**config.mk**
```make
export PLATFORM = sky130hd
export DESIGN_NAME = postinc_load_store_decode
export DESIGN_NICKNAME = d
export VERILOG_FILES = /design/src/pkg/lsu_decode_pkg.sv /design/src/rtl/postinc_load_store_decode.sv
export SDC_FILE = /design/constraint.sdc
export NUM_CORES = 1
export LEC_CHECK = 0
export ABC_CLOCK_PERIOD_IN_PS = 2400
export BUFFER_PORTS_ARGS = -buffer_cell sky130_fd_sc_hd__buf_4
export CAP_MARGIN = 25
export CELL_PAD_IN_SITES_DETAIL_PLACEMENT = 0
export CELL_PAD_IN_SITES_GLOBAL_PLACEMENT = 2
export CORE_MARGIN = 4
export CORE_UTILIZATION = 30
export DETAILED_ROUTE_END_ITERATION = 12
export PLACE_DENSITY = 0.84
export SYNTH_ARGS = -nofsm -noshare
export SYNTH_HDL_FRONTEND = slang
export SYNTH_SLANG_ARGS = --single-unit
```
**constraint.sdc**
```tcl
create_clock -name ref_clk -period 2.4 [get_ports ref_clk]
set_input_delay 0.36 -clock ref_clk [delete_from_list [all_inputs] [get_ports ref_clk]]
set_output_delay 0.36 -clock ref_clk [all_outputs]
set_load 0.01 [all_outputs]
```
**src/pkg/lsu_decode_pkg.sv**
```systemverilog
// Purpose: constants and carriers for the post-increment load/store decoder
// Assumes: 32-bit instructions, naturally aligned data accesses
// Notes:   encodings follow the custom opcode map of the core
package lsu_decode_pkg;

  localparam int XLEN      = 32;
  localparam int REG_IDX_W = 5;

  // instruction field positions
  localparam int OPC_LSB   = 0;
  localparam int OPC_W     = 7;
  localparam int RD_LSB    = 7;
  localparam int F3_LSB    = 12;
  localparam int F3_W      = 3;
  localparam int RS1_LSB   = 15;
  localparam int RS2_LSB   = 20;
  localparam int F7_LSB    = 25;
  localparam int F7_W      = 7;
  localparam int IMM_I_LSB = 20;
  localparam int IMM_W     = 12;
  localparam int IMM_LO_W  = 5;

  // major opcodes
  localparam logic [OPC_W-1:0] OPC_LOAD_IMM = 7'h0b;
  localparam logic [OPC_W-1:0] OPC_CUSTOM   = 7'h2b;

  // funct3 codes
  localparam logic [F3_W-1:0] F3_LB  = 3'h0;
  localparam logic [F3_W-1:0] F3_LH  = 3'h1;
  localparam logic [F3_W-1:0] F3_LW  = 3'h2;
  localparam logic [F3_W-1:0] F3_REG = 3'h3;
  localparam logic [F3_W-1:0] F3_LBU = 3'h4;
  localparam logic [F3_W-1:0] F3_LHU = 3'h5;
  localparam logic [F3_W-1:0] F3_SB  = 3'h0;
  localparam logic [F3_W-1:0] F3_SH  = 3'h1;
  localparam logic [F3_W-1:0] F3_SW  = 3'h2;

  // funct7 of register-register forms: 00 s u n zz (s store, u unsigned, n no increment)
  localparam logic [1:0] F7_TOP_ZERO = 2'h0;
  localparam int F7_STORE_BIT = 4;
  localparam int F7_UNS_BIT   = 3;
  localparam int F7_NOINC_BIT = 2;

  // access sizes
  localparam logic [1:0] SZ_BYTE = 2'h0;
  localparam logic [1:0] SZ_HALF = 2'h1;
  localparam logic [1:0] SZ_WORD = 2'h2;
  localparam logic [1:0] SZ_RSVD = 2'h3;

  localparam logic [3:0] BE_BYTE = 4'h1;
  localparam logic [3:0] BE_HALF = 4'h3;
  localparam logic [3:0] BE_WORD = 4'hf;

  typedef enum logic [1:0] { OFF_IMM, OFF_RS2, OFF_RS3 } off_sel_t;

  typedef struct packed {
    logic                 legal;
    logic                 load;
    logic                 uns;
    logic                 postinc;
    logic [1:0]           size;
    off_sel_t             off_sel;
    logic [XLEN-1:0]      imm;
    logic [REG_IDX_W-1:0] rd;
    logic [REG_IDX_W-1:0] base;
  } dec_t;

  typedef struct packed {
    logic            req;
    logic            we;
    logic [3:0]      be;
    logic [XLEN-1:0] addr;
    logic [XLEN-1:0] wdata;
  } mem_req_t;

  typedef struct packed {
    logic                 we;
    logic [REG_IDX_W-1:0] addr;
    logic [XLEN-1:0]      data;
  } wb_t;

endpackage

```
**src/rtl/postinc_load_store_decode.sv**
```systemverilog
// Purpose: decode and execute custom post-increment / register-register loads and stores
// Assumes: register operands are valid alongside instr_valid; memory grants then answers
// Notes:   one access in flight; misaligned accesses fault without reaching memory
//
// Behaviour
// RQ1 - custom load/store forms are legal only when the custom extension parameter is 1.
// RQ2 - post-increment accesses use the unmodified base, then write base plus offset back.
// RQ3 - base always comes from a register; offset from immediate, rs2 for register loads or rs3 for register stores.
// RQ4 - immediates are sign-extended and operands treated as signed.
// RQ5 - immediate post-increment loads extend data per variant, base gains the immediate.
// RQ6 - register post-increment loads extend data per variant, base gains rs2.
// RQ7 - register loads read at rs1 plus rs2, base left unchanged.
// RQ8 - immediate post-increment stores write rs2 at rs1, base gains the immediate.
// RQ9 - register post-increment stores write rs2 at rs1, base gains rs3.
// RQ10 - register stores write rs2 at rs1 plus rs3, no register changes.
// RQ11 - event load word is legal only when the cluster parameter is 1.
// RQ12 - immediate loads: opcode 0x0b, funct3 picks signed/unsigned byte, half, word.
// RQ13 - register loads: opcode 0x2b, funct3 011, funct7 bit 2 drops the increment.
// RQ14 - immediate stores: opcode 0x2b, funct3 000/001/010, split 12-bit offset.
// RQ15 - register stores: funct7 0x10-0x12 post-increment, 0x14-0x16 plain, rs3 in 11:7.
// RQ16 - when destination equals base, loaded data wins over the incremented address.
// RQ17 - base write-back happens only when the access completes without error.
module postinc_load_store_decode
  import lsu_decode_pkg::*;
#(
  parameter bit custom_isa_enable_param = 1'b1,
  parameter bit cluster_feature_param   = 1'b1
) (
  input  wire logic            ref_clk,
  input  wire logic            resetn,
  input  wire logic            instr_valid,
  input  wire logic [XLEN-1:0] instr,
  input  wire logic [XLEN-1:0] rs1_val,
  input  wire logic [XLEN-1:0] rs2_val,
  input  wire logic [XLEN-1:0] rs3_val,
  output logic                 instr_ready_q,
  output logic                 illegal_q,
  output logic                 fault_q,
  output logic                 done_q,
  output mem_req_t             mem_q,
  input  wire logic            mem_gnt,
  input  wire logic            mem_rvalid,
  input  wire logic [XLEN-1:0] mem_rdata,
  input  wire logic            mem_err,
  output wb_t                  wb_data_q,
  output wb_t                  wb_base_q
);

  typedef enum logic [1:0] { ST_IDLE, ST_REQ, ST_RESP } state_t;

  state_t          state_q;
  dec_t            dec;
  dec_t            op_q;
  logic [XLEN-1:0] offset;
  logic [XLEN-1:0] sum;
  logic [XLEN-1:0] acc_addr;
  logic [XLEN-1:0] new_base_q;
  logic            misaligned;
  logic [3:0]      be_base;
  logic [XLEN-1:0] sh;
  logic            accept;
  logic            issue;
  logic            finish;

  ////////////////////////////////////////////////////////////////////////////
  // decode
  always_comb begin
    logic [OPC_W-1:0] opc;
    logic [F3_W-1:0]  f3;
    logic [F7_W-1:0]  f7;
    opc = instr[OPC_LSB +: OPC_W];
    f3  = instr[F3_LSB +: F3_W];
    f7  = instr[F7_LSB +: F7_W];
    dec         = '0;
    dec.rd      = instr[RD_LSB +: REG_IDX_W];
    dec.base    = instr[RS1_LSB +: REG_IDX_W];          // [RQ3]
    dec.postinc = 1'b1;
    dec.off_sel = OFF_IMM;
    // sign-extended 12-bit immediate, i-type layout
    dec.imm = {{(XLEN-IMM_W){instr[XLEN-1]}}, instr[IMM_I_LSB +: IMM_W]}; // [RQ4]
    if (opc == OPC_LOAD_IMM) begin
      dec.load = 1'b1;
      unique case (f3)
        F3_LB:  begin dec.legal = custom_isa_enable_param; dec.size = SZ_BYTE; end // [RQ12] [RQ1]
        F3_LBU: begin dec.legal = custom_isa_enable_param; dec.size = SZ_BYTE;
                      dec.uns = 1'b1; end
        F3_LH:  begin dec.legal = custom_isa_enable_param; dec.size = SZ_HALF; end
        F3_LHU: begin dec.legal = custom_isa_enable_param; dec.size = SZ_HALF;
                      dec.uns = 1'b1; end
        F3_LW:  begin dec.legal = custom_isa_enable_param; dec.size = SZ_WORD; end
        F3_REG: begin dec.legal = cluster_feature_param; dec.size = SZ_WORD;   // [RQ11]
                      dec.postinc = 1'b0; end
        default: dec.legal = 1'b0;
      endcase
    end else if (opc == OPC_CUSTOM) begin
      if (f3 == F3_SB || f3 == F3_SH || f3 == F3_SW) begin
        // store offset split over 31:25 and 11:7
        dec.imm = {{(XLEN-IMM_W){instr[XLEN-1]}}, f7,
                   instr[RD_LSB +: IMM_LO_W]};                        // [RQ14] [RQ4]
        dec.size  = f3[1:0];
        dec.legal = custom_isa_enable_param;                          // [RQ1] [RQ8]
      end else if (f3 == F3_REG && f7[F7_W-1 -: 2] == F7_TOP_ZERO) begin
        dec.load    = !f7[F7_STORE_BIT];
        dec.uns     = f7[F7_UNS_BIT];
        dec.postinc = !f7[F7_NOINC_BIT];                              // [RQ13] [RQ15]
        dec.size    = f7[1:0];
        dec.off_sel = dec.load ? OFF_RS2 : OFF_RS3;                   // [RQ3]
        dec.legal   = custom_isa_enable_param && f7[1:0] != SZ_RSVD &&
                      !(f7[F7_UNS_BIT] && (!dec.load || f7[1:0] == SZ_WORD));
      end
    end
  end

  ////////////////////////////////////////////////////////////////////////////
  // address generation
  always_comb begin
    unique case (dec.off_sel)
      OFF_RS2: offset = rs2_val;                                      // [RQ6] [RQ7]
      OFF_RS3: offset = rs3_val;                                      // [RQ9] [RQ10]
      default: offset = dec.imm;                                      // [RQ5] [RQ8]
    endcase
    sum      = rs1_val + offset;
    acc_addr = dec.postinc ? rs1_val : sum;                           // [RQ2] [RQ7] [RQ10]
    // split accesses are not supported, so these fault instead
    unique case (dec.size)
      SZ_HALF: misaligned = acc_addr[0];
      SZ_WORD: misaligned = acc_addr[1:0] != 2'h0;
      default: misaligned = 1'b0;
    endcase
    unique case (dec.size)
      SZ_HALF: be_base = BE_HALF;
      SZ_WORD: be_base = BE_WORD;
      default: be_base = BE_BYTE;
    endcase
  end

  assign accept = instr_ready_q && instr_valid;
  assign issue  = accept && dec.legal && !misaligned;
  assign finish = state_q == ST_RESP && mem_rvalid;

  ////////////////////////////////////////////////////////////////////////////
  // sequencing
  always_ff @(posedge ref_clk or negedge resetn) begin
    if (!resetn) begin
      state_q       <= ST_IDLE;
      instr_ready_q <= 1'b1;
    end else begin
      unique case (state_q)
        ST_IDLE: if (issue) begin
          state_q       <= ST_REQ;
          instr_ready_q <= 1'b0;
        end
        ST_REQ: if (mem_gnt) state_q <= ST_RESP;
        ST_RESP: if (mem_rvalid) begin
          state_q       <= ST_IDLE;
          instr_ready_q <= 1'b1;
        end
        default: state_q <= ST_IDLE;
      endcase
    end
  end

  always_ff @(posedge ref_clk or negedge resetn) begin
    if (!resetn) begin
      illegal_q <= 1'b0;
      fault_q   <= 1'b0;
      done_q    <= 1'b0;
    end else begin
      illegal_q <= accept && !dec.legal;                              // [RQ1] [RQ11]
      // misaligned and bus errors both fault; no write-back follows
      fault_q   <= (accept && dec.legal && misaligned) || (finish && mem_err);
      done_q    <= finish && !mem_err;
    end
  end

  ////////////////////////////////////////////////////////////////////////////
  // memory request, held until granted
  always_ff @(posedge ref_clk or negedge resetn) begin
    if (!resetn) begin
      mem_q      <= '0;
      op_q       <= '0;
      new_base_q <= '0;
    end else if (issue) begin
      op_q        <= dec;
      new_base_q  <= sum;                                             // [RQ2]
      mem_q.req   <= 1'b1;
      mem_q.we    <= !dec.load;
      mem_q.addr  <= acc_addr;
      mem_q.be    <= be_base << acc_addr[1:0];
      mem_q.wdata <= rs2_val << {acc_addr[1:0], 3'h0};                // [RQ8] [RQ9] [RQ10]
    end else if (state_q == ST_REQ && mem_gnt) begin
      mem_q.req <= 1'b0;
    end
  end

  ////////////////////////////////////////////////////////////////////////////
  // read data moved down from its byte lane
  assign sh = mem_rdata >> {mem_q.addr[1:0], 3'h0};

  ////////////////////////////////////////////////////////////////////////////
  // register write-back, one-cycle pulses
  always_ff @(posedge ref_clk or negedge resetn) begin
    if (!resetn) begin
      wb_data_q <= '0;
      wb_base_q <= '0;
    end else begin
      wb_data_q.we   <= finish && !mem_err && op_q.load;              // [RQ17]
      wb_data_q.addr <= op_q.rd;
      unique case (op_q.size)
        SZ_BYTE: wb_data_q.data <= {{(XLEN-8){sh[7] && !op_q.uns}}, sh[7:0]};    // [RQ5] [RQ6]
        SZ_HALF: wb_data_q.data <= {{(XLEN-16){sh[15] && !op_q.uns}}, sh[15:0]}; // [RQ7]
        default: wb_data_q.data <= sh;
      endcase
      // loaded data takes the register when rd names the base
      wb_base_q.we   <= finish && !mem_err && op_q.postinc &&
                        !(op_q.load && op_q.rd == op_q.base);         // [RQ16] [RQ17] [RQ2]
      wb_base_q.addr <= op_q.base;
      wb_base_q.data <= new_base_q;
    end
  end

endmodule

```
==> out/qor.yml <==
grt_pass1_vias: 11400
vdd_ir_drop_max_mv: 0.514
holdPathStages: 2
multiInputGateArea_sq_um: 6430
critical_path.endpoint_type: "register"
nFillCells: 2933
rrSetupSlack_ns: 0.37
maxCapViolCount: 0
fmax_ghz: 0.234
min-delay-path-class: "in2reg"
tritoncts: "yes"
skew_ns: 0.0111
die_area_sq_um: 36800
cts.sinks: 199
min_from: "mem_err"
ys_seq_elements: 199
layout.nets: 1903
final-setup-viol-count: 120
syn2layout_area_growth_pct: 80.6
worstPathMaxFanout: 7
cp_num_buf_inv: 4
routabilityCongestion: 0.886
io_buffer_count: 315
path_cells: "buf_6, nor4b_4, nand3_2, nor2_2, nand2_2, nor4_4, nor2b_4, buf_6, ha_4, buf_6, buf_4, a221oi_4, a21oi_1, ha_1, a211oi_2, o211ai_1, and2_4, a311o_1, and4_1, o31a_1, or3_1, a21oi_1"
rr_endpoint: "mem_q[38]"
synth_edf_count: 0
vias_per_cell: 5.07
chipWidth_um: 192
status: "finished, violations left"
critPathRequiredTime_ns: 2.79
cts_buffers: 17
tns_ns: -193.13
worst_slew_pin_slew_ns: 0.584
hold_viol: 0
core_area_sq_um: 33400
critical_path_class: "in2reg"
grt_usage_pct: 24.8
wl_per_cell_um: 21.5
max_stage_delay_ns: 0.34
rows: 67
reg2reg_depth: 9
clock_latency_ns: 0.46
stdcell_count: 2166
yosys.cell_count.top_type: "nand2_1"
r2r_start: "instr_ready_q"
synthCells: 1109
drive_above_1_share_pct: 53.9
drtPass1Iterations: 5
dp_cells: 2034
drt_iter0_markers: 573
cts.path.max_buffers: 2
synth_area_per_cell_sq_um: 9.14
powerDensity_nw_per_um2: 516
leakage_nw: 8.98
fin_crit_sh_pct: 178
seq_area_frac_synth_pct: 49.1
syn_area_sq_um: 10100
cp_common_cell: "buf_6"
drv_slew: 0
holdPathEnd: "done_q"
ys_top_cells_by_count: "nand2_1 (257), dfrtp_1 (198), nor2_1 (103)"
crit_cells: 22
async_flop_share_pct: 100
grt_setup_unrepaired: "yes"
start_kind: "primary input"
synth_nets: 1312
overflow: 0
via_count: 11000
yosys.area.top_type: "dfrtp_1"
h-tree-depth: 4
worstPathArrival_ns: 4.66
post_dp_cell_area_sq_um: 14900
start_util_pct: 30.3
final_area_sq_um: 18300
synth_top_area_share_pct: 48.9
violations: "setup timing"
cts_root_buf: "clkbuf_16"
clk_pin_slew_worst_paths_ns: 0.08
grt_max_degree: 66
hpwlAfterDp_mm: 34.0
drc: 0
ys_types: 58
ant_nets: 0
yosys_warnings: 0
relSlewSlack_pct: 61.1
setup_slack_ns: -1.87
antenna_found_initial: 7
grt_pass1_wl_mm: 68.7
whs_ns: 0.0878
synth_ff_type: "dfrtp_1"
wl_mm: 46.6
io_pins: 316
area.sequential_sq_um: 4980
die_y_um: 192
synth.area.top_cells: "dfrtp_1 (49%), nand2_1 (9.5%), ha_1 (4.4%), o21ai_0 (4.0%), nor2_1 (3.8%)"
cp_slowest_cell: "or3_1"
crit_family: "simple AND/OR/NAND/NOR gates"
min_period_ns: 4.27
-- area by class of cell --
| type | count | area share (%) |
|---|---|---|
| clock inverters | 15 | 1.24 |
| multi-input cells | 838 | 35.2 |
| flip-flops and latches | 199 | 27.2 |
| well taps | 448 | 3.06 |
| repair buffers | 633 | 30.7 |
| clock buffers | 17 | 2.32 |
| inverters | 11 | 0.239 |
| diodes | 5 | 0.0684 |
-- kinds of logic (layout without fill, tap and decap cells) --
| group | count (synthesis) | in the layout | synth area share (%) |
|---|---|---|---|
| adders and majority gates | 37 | 37 | 4.64 |
| xor gates and xnor gates | 31 | 31 | 2.68 |
| muxes | 37 | 37 | 3.80 |
| buffers and inverters | 73 | 676 | 2.78 |
| and+or+nand+nor | 441 | 441 | 18.2 |
| DFF | 199 | 199 | 49.1 |
| AOI/OAI and AO/OA | 291 | 292 | 18.7 |
| other | 0 | 5 | 0 |
-- metal layers --
metal	vias up	share of wire, %	track usage (%)
met1	5320	41	31.6
met4	4	4.0	10.8
met2	438	47	40.5
met3	92	7.3	5.73
met5	-	0.058	0
li1	5124	-	-
-- cells in the final DEF, fill, tap and decap left out, types with 15 or more instances in the layout --
cell	instances
a21oi_1	39
a21oi_2	17
a221oi_1	15
a31oi_1	19
buf_12	26
buf_16	15
buf_4	540
buf_6	39
clkbuf_16	17
dfrtp_1	198
ha_1	32
mux2i_1	32
nand2_1	163
nand2_2	55
nand2_4	39
nand3_1	20
nor2_1	87
o21ai_0	40
o21ai_2	25
-- worst reg2reg max path: stages, from the launching register on --
cell and delay (ns):
dfstp_2 0.58, nand3_1 0.19, buf_4 0.22, a311oi_4 0.20, buf_6 0.16, buf_12 0.11
buf_12 0.15, buf_8 0.14, nor2_2 0.03, a31oi_1 0.15
-- how the worst max path moves through the flow --
stage	endpoint	start
after detailed placement	mem_q[60]	instr[2]
after global routing	mem_q[49]	instr[4]
final	mem_q[60]	instr[4]
after global placement	mem_q[60]	instr[2]
after floorplan	mem_q[60]	instr[2]
after CTS	mem_q[60]	instr[4]
-- what timing repair did --
item | CTS | global route
pin swaps | 127 | 70
hold buffers | 1 | 0
gates resized for setup | 277 | 145
hold endpoints to repair | 60 | 0
gates cloned | 25 | 0
buffers inserted | 69 | 26
endpoints found under the setup margin | 120 | 120
-- power by group --
group	switching (mW)	internal, mW	total, mW
registers	0.152	3.58	3.73
logic	1.22	1.24	2.46
clock network	1.53	1.71	3.25
-- stage by stage --
stage	power [mW]	util, %	worst slack (ns)
after floorplan	4.56	-	-2.34
after global placement	5.81	44.4	-2.50
after detailed placement	5.82	44.4	-2.58
after CTS	9.33	53.0	-1.77
after global routing	9.85	54.7	-2.07
final	9.44	54.7	-1.87
-- registers in the layout, summed over array words and instances (netlist names) --
| register | count |
|---|---|
| wb_data_q | 38 |
| mem_q | 70 |
| wb_base_q | 38 |
| illegal_q | 1 |
| fault_q | 1 |
| op_q | 15 |
| new_base_q | 32 |
| instr_ready_q | 1 |
| done_q | 1 |
| state_q | 2 |
Power figures use the tool's default switching activity.
